==> config.mk <==
export PLATFORM = sky130hd
export DESIGN_NAME = pmcs_regs
export DESIGN_NICKNAME = d
export VERILOG_FILES = /design/src/hdl/pmcs_pkg.sv /design/src/hdl/pmcs_regs.sv
export SDC_FILE = /design/constraint.sdc
export NUM_CORES = 1
export LEC_CHECK = 0
export ABC_CLOCK_PERIOD_IN_PS = 3650
export BUFFER_PORTS_ARGS = -buffer_cell sky130_fd_sc_hd__buf_2
export CAP_MARGIN = 5
export CORE_MARGIN = 5
export CORE_UTILIZATION = 53
export DETAILED_ROUTE_END_ITERATION = 12
export HOLD_SLACK_MARGIN = 0.15
export PLACE_DENSITY = 0.83
export SLEW_MARGIN = 20
export SYNTH_ARGS = -nofsm -noshare
export SYNTH_HDL_FRONTEND = slang
export SYNTH_SLANG_ARGS = --single-unit
==> constraint.sdc <==
create_clock -name ref_clk -period 3.65 [get_ports ref_clk]
set_input_delay 0.365 -clock ref_clk [delete_from_list [all_inputs] [get_ports ref_clk]]
set_output_delay 0.365 -clock ref_clk [all_outputs]
set_load 0.005 [all_outputs]
==> src/hdl/pmcs_pkg.sv <==
/*
 pmcs_pkg: address map, field positions, reset values and carrier structs
 for the management control and status register bank.
 assumes: a 5-bit register address and 16-bit data from the management port.
*/
package pmcs_pkg;
    localparam int          PMCS_ADDR_W        = 5;
    localparam int          PMCS_DATA_W        = 16;
    localparam logic [4:0]  PMCS_ADDR_CTRL     = 5'h00;
    localparam logic [4:0]  PMCS_ADDR_STAT     = 5'h01;
    localparam logic [4:0]  PMCS_ADDR_RSV0_LO  = 5'h0b;
    localparam logic [4:0]  PMCS_ADDR_RSV0_HI  = 5'h0e;
    localparam logic [4:0]  PMCS_ADDR_EXT_STAT = 5'h0f;
    localparam logic [4:0]  PMCS_ADDR_RSV1_LO  = 5'h10;
    localparam logic [4:0]  PMCS_ADDR_RSV1_HI  = 5'h11;
    localparam logic [4:0]  PMCS_ADDR_LPBK     = 5'h13;
    // control fields
    localparam int CTL_RESET    = 15;
    localparam int CTL_LOOPBACK = 14;
    localparam int CTL_SPD_LSB  = 13;
    localparam int CTL_AN_EN    = 12;
    localparam int CTL_PWRDN    = 11;
    localparam int CTL_ISOLATE  = 10;
    localparam int CTL_AN_RST   = 9;
    localparam int CTL_DUPLEX   = 8;
    localparam int CTL_COLTEST  = 7;
    localparam int CTL_SPD_MSB  = 6;
    // status fields
    localparam int STS_AN_DONE  = 5;
    localparam int STS_RFAULT   = 4;
    localparam int STS_LINK     = 2;
    localparam int STS_JABBER   = 1;
    // fixed status bits: 14:11, 8, 6, 3, 0 read one; 15, 10, 9, 7 read zero
    localparam logic [15:0] STS_FIXED_ONES  = 16'h7949;
    // reset values
    localparam logic        RST_AN_EN   = 1'b1;
    localparam logic        RST_DUPLEX  = 1'b1;
    localparam logic        RST_OTHER   = 1'b0;
    localparam logic [1:0]  SPD_10      = 2'b00;
    localparam logic [1:0]  SPD_100     = 2'b01;
    localparam logic [1:0]  SPD_1000    = 2'b10;
    // phy reset sequence length
    localparam int          PHY_RST_NS     = 40;
    localparam int          CLK_PERIOD_NS  = 4;
    localparam int          PHY_RST_CYC    = (PHY_RST_NS + CLK_PERIOD_NS - 1) / CLK_PERIOD_NS;

    typedef struct packed {
        logic        wr;
        logic        rd;
        logic [4:0]  addr;
        logic [15:0] wdata;
    } pmcs_req_s;

    typedef struct packed {
        logic       loopback;
        logic       an_enable;
        logic       an_restart;
        logic       power_down;
        logic       isolate;
        logic       col_test;
        logic       phy_reset;
        logic [1:0] speed;
        logic       full_duplex;
    } pmcs_cfg_s;

    typedef struct packed {
        logic link_up;
        logic remote_fault;
        logic jabber;
        logic an_done;
        logic an_restart_done;
    } pmcs_phy_s;
endpackage

==> src/hdl/pmcs_regs.sv <==
/*
 pmcs_regs: basic control and status register bank of the management block.
 assumes: request fields are synchronous to ref_clk, one access per cycle,
 read data registered from the flops and answered one cycle after the request;
 the phy core reports link, fault, jabber and autonegotiation events.
*/
//
// Summary of operation
// - decode 0..31, control 0, status 1
// - read-only fields ignore writes silently
// - self-clearing bits drop when function completes
// - bit 15 runs phy reset, self-clears
// - bit 14 master loopback enable
// - bits 6,13 manual speed, strap default
// - manual speed used only without autonegotiation
// - bit 12 enables autonegotiation, default one
// - bit 10 isolates mac interface
// - bit 9 restarts autonegotiation, self-clears
// - bit 8 duplex, manual mode only
// - bit 7 enables collision test
// - status 15,10,9 read zero
// - status 14..11 read one
// - status 8 reads one
// - status 6 reads one
// - status 5 shows autonegotiation complete
// - status 4 latches remote fault
// - status 2 latches link down
// - status 1 latches jabber
// - status 3 reads one
// - status 0 reads one
`timescale 1ns/1ps
`default_nettype none
module pmcs_regs #(
    parameter int RST_CYC = pmcs_pkg::PHY_RST_CYC
) (
    input  wire logic                ref_clk,
    input  wire logic                srst,
    input  wire logic                strap_speed_1000,
    input  wire pmcs_pkg::pmcs_req_s req,
    output logic [15:0]              rdata,
    output logic                     rvalid,
    input  wire pmcs_pkg::pmcs_phy_s phy,
    output pmcs_pkg::pmcs_cfg_s      cfg
);
    import pmcs_pkg::*;

    // refuse reset lengths that the 8-bit sequence counter cannot hold
    if (RST_CYC < 1 || RST_CYC > 255) begin : g_rst_cyc_chk
        $error("RST_CYC out of range");
    end

    typedef enum logic [1:0] {
        PMCS_IDLE = 2'b01,
        PMCS_RST  = 2'b10
    } pmcs_st_e;

    pmcs_st_e    st_r;
    logic [7:0]  rst_cnt_r;
    logic        strap_r;
    logic        strap_done_r;
    logic        loopback_r, an_en_r, pwrdn_r, isolate_r, an_rst_r, duplex_r, coltest_r;
    logic [1:0]  speed_r;
    logic        rfault_r, link_r, jabber_r;
    logic [15:0] ctrl_rd, stat_rd;
    logic        wr_ctrl, rd_stat, soft_rst;

    assign wr_ctrl  = req.wr && (req.addr == PMCS_ADDR_CTRL);
    assign rd_stat  = req.rd && (req.addr == PMCS_ADDR_STAT);
    assign soft_rst = wr_ctrl && req.wdata[CTL_RESET];

    // strap captured after reset release
    always_ff @(posedge ref_clk) begin
        if (srst) begin
            strap_done_r <= 1'b0;
            strap_r      <= 1'b0;
        end else if (!strap_done_r) begin
            strap_done_r <= 1'b1;
            strap_r      <= strap_speed_1000;
        end
    end

    // phy reset sequence
    always_ff @(posedge ref_clk) begin
        if (srst) begin
            st_r      <= PMCS_IDLE;
            rst_cnt_r <= 8'h00;
        end else begin
            unique case (st_r)
                PMCS_IDLE: begin
                    if (soft_rst) begin
                        st_r      <= PMCS_RST;
                        rst_cnt_r <= 8'(RST_CYC - 1);
                    end
                end
                PMCS_RST: begin
                    if (rst_cnt_r == 8'h00) begin
                        st_r <= PMCS_IDLE;
                    end else begin
                        rst_cnt_r <= rst_cnt_r - 8'h01;
                    end
                end
                default: begin
                    st_r <= PMCS_IDLE;
                end
            endcase
        end
    end

    // read-write control fields; phy reset returns them to defaults
    always_ff @(posedge ref_clk) begin
        if (srst || st_r == PMCS_RST) begin
            loopback_r <= RST_OTHER;
            an_en_r    <= RST_AN_EN;
            pwrdn_r    <= RST_OTHER;
            isolate_r  <= RST_OTHER;
            duplex_r   <= RST_DUPLEX;
            coltest_r  <= RST_OTHER;
            speed_r    <= (srst || !strap_r) ? SPD_100 : SPD_1000;
        end else if (!strap_done_r) begin
            speed_r    <= strap_speed_1000 ? SPD_1000 : SPD_100;
        end else if (wr_ctrl && !req.wdata[CTL_RESET]) begin
            loopback_r <= req.wdata[CTL_LOOPBACK];
            an_en_r    <= req.wdata[CTL_AN_EN];
            pwrdn_r    <= req.wdata[CTL_PWRDN];
            isolate_r  <= req.wdata[CTL_ISOLATE];
            duplex_r   <= req.wdata[CTL_DUPLEX];
            coltest_r  <= req.wdata[CTL_COLTEST];
            speed_r    <= {req.wdata[CTL_SPD_MSB], req.wdata[CTL_SPD_LSB]};
        end
    end

    // restart autonegotiation, self-clearing
    always_ff @(posedge ref_clk) begin
        if (srst || st_r == PMCS_RST) begin
            an_rst_r <= 1'b0;
        end else if (wr_ctrl && req.wdata[CTL_AN_RST] && !req.wdata[CTL_RESET]) begin
            an_rst_r <= 1'b1;
        end else if (phy.an_restart_done) begin
            an_rst_r <= 1'b0;
        end
    end

    // latched status bits; the event wins over the read clear
    always_ff @(posedge ref_clk) begin
        if (srst || st_r == PMCS_RST) begin
            rfault_r <= 1'b0;
            jabber_r <= 1'b0;
            link_r   <= 1'b0;
        end else begin
            if (phy.remote_fault) begin
                rfault_r <= 1'b1;
            end else if (rd_stat) begin
                rfault_r <= 1'b0;
            end
            if (phy.jabber) begin
                jabber_r <= 1'b1;
            end else if (rd_stat) begin
                jabber_r <= 1'b0;
            end
            if (!phy.link_up) begin
                link_r <= 1'b0;
            end else if (rd_stat) begin
                link_r <= 1'b1;
            end
        end
    end

    always_comb begin
        ctrl_rd               = 16'h0000;
        ctrl_rd[CTL_RESET]    = (st_r == PMCS_RST);
        ctrl_rd[CTL_LOOPBACK] = loopback_r;
        ctrl_rd[CTL_SPD_LSB]  = speed_r[0];
        ctrl_rd[CTL_AN_EN]    = an_en_r;
        ctrl_rd[CTL_PWRDN]    = pwrdn_r;
        ctrl_rd[CTL_ISOLATE]  = isolate_r;
        ctrl_rd[CTL_AN_RST]   = an_rst_r;
        ctrl_rd[CTL_DUPLEX]   = duplex_r;
        ctrl_rd[CTL_COLTEST]  = coltest_r;
        ctrl_rd[CTL_SPD_MSB]  = speed_r[1];
    end

    always_comb begin
        stat_rd              = STS_FIXED_ONES;
        stat_rd[STS_AN_DONE] = phy.an_done && an_en_r;
        stat_rd[STS_RFAULT]  = rfault_r;
        stat_rd[STS_LINK]    = link_r;
        stat_rd[STS_JABBER]  = jabber_r;
    end

    // read data register; unmapped and reserved addresses read zero
    always_ff @(posedge ref_clk) begin
        if (srst) begin
            rdata  <= 16'h0000;
            rvalid <= 1'b0;
        end else begin
            rvalid <= req.rd;
            if (req.rd) begin
                unique case (req.addr)
                    PMCS_ADDR_CTRL: rdata <= ctrl_rd;
                    PMCS_ADDR_STAT: rdata <= stat_rd;
                    default:        rdata <= 16'h0000;
                endcase
            end
        end
    end

    // configuration driven to the phy core
    always_comb begin
        cfg.loopback    = loopback_r;
        cfg.an_enable   = an_en_r;
        cfg.an_restart  = an_rst_r;
        cfg.power_down  = pwrdn_r;
        cfg.isolate     = isolate_r;
        cfg.col_test    = coltest_r;
        cfg.phy_reset   = (st_r == PMCS_RST);
        cfg.speed       = an_en_r ? SPD_1000 : speed_r;
        cfg.full_duplex = an_en_r ? 1'b1 : duplex_r;
    end
endmodule
`default_nettype wire

==> results.md, run 1 <==
* Period utilization at 0.5662
* Inst Count DP at 279
* Hold bufs inserted after CTS at 0
* Min Tclk post-route at between 2 and 2.5 ns
* Internal Power at around 0.54 mW
* Mapped Cells at a little under 200
* Register area share after synthesis at 0.4703
* DRC viols at 0
* Setup violators final at 0
* Congestion Overflow GR at 0
* Clock tree root buffer cell: clkbuf_4
* Critical path capture point type: primary output
* DR WL/cell at between 10 and 15 um
* Proportion of layout cells with a drive suffix above 1 at 0.2757
* Worst EP required at 3.28 ns
* Comb pwr share at 0.063
* Total power at between 0.7 and 0.8 mW
* Sequential share of power at 0.633
* Yosys warnings at 0
* Clock Path Buffers at 2
* Final wirelength at 3906 um
* Router iterations before antenna repair at 4
* Die height at 67.39 um
* Clock Latency Late Sink at 0.35 ns
* Cell variety after synth at 45
* CTS tree: yes
* Synth Area per Inst at roughly 8.8 um^2
* Crit path kind: reg2out
* Boundary pin count at between 50 and 60
* Vias in the first global route at between 1000 and 1500
* Post-synth net total at 232
* Vias per cell at 5.328
* Die W at about 67 um
* Ant diodes at 0
* # resized after CTS at 0
* Min Hold Slack at between 0.2 and 0.25 ns
* Total Routing Usage GR at 0.1819
* DP HPWL at between 2000 and 3000 um
* FILL cells at 304
* Synth Cell Area at between 1500 and 2000 um^2
* Routed via count at between 1500 and 2000
* Setup Skew at between 0.01 and 0.015 ns
* Lkg Pwr at about 0.82 nW
* Post-CTS Setup Repair Bufs at 0
* Largest net degree at the start of global routing at 26
* Power density over the cells at 354.6 nW/um^2
* Post-DRT Antenna Nets at 0
* Psw at approximately 0.17 mW
* Clock sinks at 40
* VDD IR-drop max at 300.9 uV
* Setup crit start kind: flip-flop
* Nets at between 200 and 300
* Final slew viol count at 0
* Layout Area Growth over Synthesis at 14.91%
* Clock Power Share at 0.303
* Hold Fails Final Rpt at 0
* Number of H-tree levels at 2
* Core ar. at 3103 um^2
* Max Fclk at around 480 MHz
* RSZ-0062 raised after global routing: no
* Routability cong. at approximately 0.80
* Headroom to the max-slew limit at 0.6624
* DIE AREA at approximately 4500 um^2
* Starting Density at 0.5625
* Num CTS Buffers at 5
* First-pass GRT wire length at about 6200 um
* DRC violation total after the first TritonRoute iteration at 77
* Arr. time, crit path at ~1.7 ns
* Max cap viols at 0
* Outcome: complete, no violations
* Worst-margin pin slew at a little over 0.5 ns
* Initial antenna violation count at 0
* Setup TNS at 0 ns
* Clock transition at path regs at between 0.1 and 0.15 ns
* Worst-path maximum fanout at 11
* Sw Share at 0.2416
* Port bufs at 51
* FP Rows at 20
* Post-layout util at 0.6464
* Non-Filler Instances at between 200 and 300
* Synthesis-stage register bit count at 40
* HP Class: in2reg
## worst max-delay path, stage by stage, from the launching register on
cell      delay [ns]
dfxtp_1         0.35
nand2b_1        0.37
clkinv_1        0.40
buf_2           0.24
## area by class of cell
| class | instances | area [um^2] | share of cell area |
|---|---|---|---|
| clock inverter | 2 | 12.51 | 0.006238 |
| multi-input combinational | 136 | 790.8 | 0.3943 |
| timing repair buffer | 51 | 255.2 | 0.1273 |
| clock buffer | 6 | 41.29 | 0.02059 |
| sequential | 40 | 820.8 | 0.4092 |
| inverter | 8 | 30.03 | 0.01497 |
| tap | 44 | 55.05 | 0.02745 |
## cells in the final DEF (no fill, tap or decap), types with 5 or more instances in the layout
cell,n
a21oi_1,27
buf_2,51
clkbuf_4,5
dfxtp_1,38
inv_1,5
nand2_1,27
nand3_1,7
nor2_1,12
nor3_1,5
o21ai_0,14
## sequential cells by signal (all words and copies together) (netlist names), 2 cells and up
register	count
rst_cnt_r	8
rdata	15
st_r	2
speed_r	2
## synth_stat cells, drive strengths merged
library cell	instances	area (um^2)
dfxtp	38	760.7
a21oi	27	135.1
nand2	27	101.4
o21ai	14	70.07
nor2	13	51.30
buf	12	92.59
nand3	7	35.03
inv	5	18.77
nor3	5	25.02
a22oi	3	22.52
clkbuf	3	11.26
clkinv	3	11.26
nand4b	3	26.28
nor2b	3	18.77
o21a	3	22.52
edfxtp	2	60.06
ha	2	25.02
nand2b	2	12.51
nand3b	2	15.01
nor4	2	27.53
nor4b	2	32.53
o211ai	2	15.01
or2	2	12.51
or3	2	13.77
a2111o	1	11.26
a21o	1	8.760
a221oi	1	8.760
a32oi	1	8.760
and2	1	6.260
and2b	1	7.510
and3	1	6.260
mux2	1	11.26
nand4	1	6.260
nor3b	1	7.510
o2111a	1	11.26
o211a	1	10.01
o31ai	1	7.510
o32ai	1	8.760
or3b	1	8.760
## routing by layer
metal | GRT usage | vias to the layer above | wire length (um)
met1 | 0.2191 | 694 | 1769
li1 | - | 782 | -
met2 | 0.3018 | 49 | 1755
met3 | 0.05990 | 4 | 332
met5 | 0 | - | 0
met4 | 0.06582 | 0 | 49
## logic make-up after synthesis
group,Yosys count,share of synthesized area
simple gates,76,0.2373
buf+inv,23,0.07670
flops,40,0.4703
mux,1,0.006451
fa+ha+maj,2,0.01433
compound gates,57,0.1950
## power by group through the flow
stage                     clock network [mW]  registers [mW]  logic (mW)
after floorplan                            0           0.460      0.0250
after detailed placement                   0           0.460      0.0446
after global routing                   0.244           0.452      0.0506
after global placement                     0           0.460      0.0441
final                                  0.216           0.450      0.0452
after CTS                              0.221           0.450      0.0448
## stage by stage
| step | cell area [um^2] | setup WS [ns] |
|---|---|---|
| 6_report | 2006 | 1.583 |
| 5_1_grt | 2006 | 1.441 |
| 4_1_cts | 2006 | 1.590 |
| 3_5_place_dp | 1952 | 1.649 |
| 3_3_place_gp | 1952 | 1.698 |
| 2_1_floorplan | 1745 | 2.136 |
## path summary, 6_finish.rpt
kind	start	to	slack, ns	cells after the start
max	st_r[0]	cfg[3]	1.58	3
min	phy[3]	rfault_r	0.22	3
max reg2reg	st_r[0]	speed_r[0]	1.59	4
min reg2reg	rdata[11]	rdata[11]	0.47	2
Power figures use the tool's default switching activity.
==> run 2: changes to the inputs <==
--- a/config.mk
+++ b/config.mk
@@ -5,14 +5,14 @@
 export SDC_FILE = /design/constraint.sdc
 export NUM_CORES = 1
 export LEC_CHECK = 0
-export ABC_CLOCK_PERIOD_IN_PS = 3650
+export ABC_CLOCK_PERIOD_IN_PS = 1680
 export BUFFER_PORTS_ARGS = -buffer_cell sky130_fd_sc_hd__buf_2
 export CAP_MARGIN = 5
 export CORE_MARGIN = 5
-export CORE_UTILIZATION = 53
+export CORE_UTILIZATION = 45
 export DETAILED_ROUTE_END_ITERATION = 12
 export HOLD_SLACK_MARGIN = 0.15
-export PLACE_DENSITY = 0.83
+export PLACE_DENSITY = 0.75
 export SLEW_MARGIN = 20
 export SYNTH_ARGS = -nofsm -noshare
 export SYNTH_HDL_FRONTEND = slang
==> constraint.sdc (replaced) <==
create_clock -name ref_clk -period 1.68 [get_ports ref_clk]
set_input_delay 0.168 -clock ref_clk [delete_from_list [all_inputs] [get_ports ref_clk]]
set_output_delay 0.168 -clock ref_clk [all_outputs]
set_load 0.005 [all_outputs]
==> run 2 against run 1 <==
Effect of this change:
- final area up 14%
- register-to-register slack worse by 1.5 ns
- die area increased by 15%
- non-clock buffer count rose by 25
- critical path depth grew 3
- total power grew to 2.5 times the previous value
- global-route usage fell by 1.5 points
- via count grew 8.2%
- first-iteration DRC count grew 69%
- critical path type is now reg2reg
- largest power group unchanged
==> results.md, run 2 (synthesis gave the netlist of run 1 again) <==
* DP HPWL at about 3100 um
* Setup TNS at 0 ns
* Number of H-tree levels at 2
* Max Fclk at 642.3 MHz
* Top reg by flops: rdata
* Setup Skew at 0.007743 ns
* Outcome: complete, no violations
* Die W at between 70 and 80 um
* Routability cong. at between 0.8 and 0.9
* Clock tree root buffer cell: clkbuf_8
* Commonest non-fill, non-tap cell in the layout: buf_2
* Commonest cells after routing, fill and taps aside: buf_2, dfxtp_1, a21oi_1
* Port bufs at 51
* Crit path kind: reg2reg
* Multi-input logic area at 802.0 um^2
* Total Routing Usage GR at 0.1666
* FP Rows at 22
* HP Start: phy[0]
* Vias in the first global route at about 1500
* Max cap viols at 0
* Period utilization at 0.9267
* Worst-path maximum fanout at 4
* Num CTS Buffers at 5
* Worst Hold End: an_rst_r
* Critical path capture point type: flip-flop
* Starting Density at 0.4697
* Hold depth at 3
* Hold Fails Final Rpt at 0
* Proportion of layout cells with a drive suffix above 1 at 0.3246
* Ant diodes at 0
* Final Instance Area at approximately 2300 um^2
* Final wirelength at approximately 4300 um
* Regs by FF count: rdata: 15 flops, rst_cnt_r: 8 flops
* FILL cells at between 300 and 400
* Setup crit start kind: flip-flop
* Min Hold Slack at around 0.16 ns
* Max reg flops at 15
* Arr. time, crit path at roughly 1.8 ns
* FF-to-FF End: rst_cnt_r[4]
* First-pass GRT wire length at between 6000 and 7000 um
* Routed via count at ~1700
* Post-DRT Antenna Nets at 0
* Clock transition at path regs at approximately 0.08 ns
* Clock sinks at 40
* VDD IR-drop max at 463.8 uV
* RSZ-0062 raised after global routing: yes
* Worst-margin pin slew at 0.4761 ns
* Nets at 300
* Headroom to the max-slew limit at 0.6797
* Worst EP required at roughly 1.9 ns
* Post-layout util at 0.6128
* Initial antenna violation count at 0
* Congestion Overflow GR at 0
* Post-CTS Setup Repair Bufs at 0
* DRC viols at 0
* HP Class: in2reg
* Clock Latency Late Sink at ~0.30 ns
* R2R depth at 6
* R2r setup slk at about 0.12 ns
* Min Tclk post-route at about 1.6 ns
* Seq. cell area at around 820 um^2
* Final slew viol count at 0
* Layout Area Growth over Synthesis at 30.47%
* Clock Path Buffers at 2
* Vias per cell at about 5.2
* Lkg Pwr at 0.9580 nW
* DRC violation total after the first TritonRoute iteration at 130
* CTS tree: yes
* Router iterations before antenna repair at 4
* Placed Instance Area at around 2100 um^2
* Setup violators final at 0
* Die height at 72.28 um
* Worst r2r src: rst_cnt_r[0]
* Largest net degree at the start of global routing at 19
* DR WL/cell at around 14 um
* Core ar. at 3716 um^2
* Boundary pin count at 58
* Power density over the cells at between 700 and 800 nW/um^2
* DIE AREA at between 5000 and 6000 um^2
[run 2: changes by cell type in the layout (fill, tap and decap cells not counted), sizes merged]
cell         previous run  this run
buf                    51        66
dlygate4sd3             0        10
inv                     5         7
clkinv                  4         3
clkinvlp                1         0
[run 2: worst max-delay path by stage]
stage	start	end
after detailed placement	rst_cnt_r[0]	rst_cnt_r[3]
final	rst_cnt_r[0]	rst_cnt_r[4]
after global placement	rst_cnt_r[0]	rst_cnt_r[3]
after CTS	st_r[0]	cfg[3]
after floorplan	rst_cnt_r[0]	rst_cnt_r[3]
after global routing	rst_cnt_r[0]	rst_cnt_r[5]
[run 2: layout make-up]
type | count | area share
clock buffers | 6 | 0.03626
clock inverters | 2 | 0.005495
inverters | 8 | 0.01319
multi-input cells | 136 | 0.3522
flip-flops and latches | 40 | 0.3610
well taps | 48 | 0.02637
repair buffers | 76 | 0.2055
[run 2: power by group]
group	total (mW)	internal, mW	leakage, nW	switching [mW]
clock	0.675	0.335	0.0521	0.341
sequential	0.978	0.969	0.328	0.00811
combinational	0.128	0.0634	0.578	0.0645
total	1.78	1.37	0.958	0.413
[run 2: worst max-delay path, cell delays in order (launching register included)]
cell and delay (ns):
dfxtp_2 0.33, inv_1 0.09, ha_1 0.17, or3b_2 0.46, nor3_1 0.14, a21oi_1 0.06
o32ai_1 0.21
[run 2: timing repair]
action | CTS | global route
hold buffers | 10 | 0
gates resized for setup | 0 | 4
endpoints found under the hold margin | 10 | 0
setup endpoints to repair | 0 | 6
[run 2: layer usage]
layer / part of all wire / global-route usage / vias up
li1: - / - / 835
met1: 0.46 / 0.2200 / 750
met5: 0 / 0 / -
met3: 0.073 / 0.03324 / 8
met4: 0.020 / 0.08768 / 0
met2: 0.45 / 0.2558 / 62
[run 2: stage by stage]
step | cells | setup WS (ns) | power [mW]
after global routing | 316 | 0.003518 | 1.859
final | 316 | 0.1231 | 1.781
after detailed placement | 298 | 0.1023 | 1.108
after global placement | 298 | 0.1090 | 1.107
after floorplan | 199 | 0.1655 | 1.053
after CTS | 316 | 0.03498 | 1.791
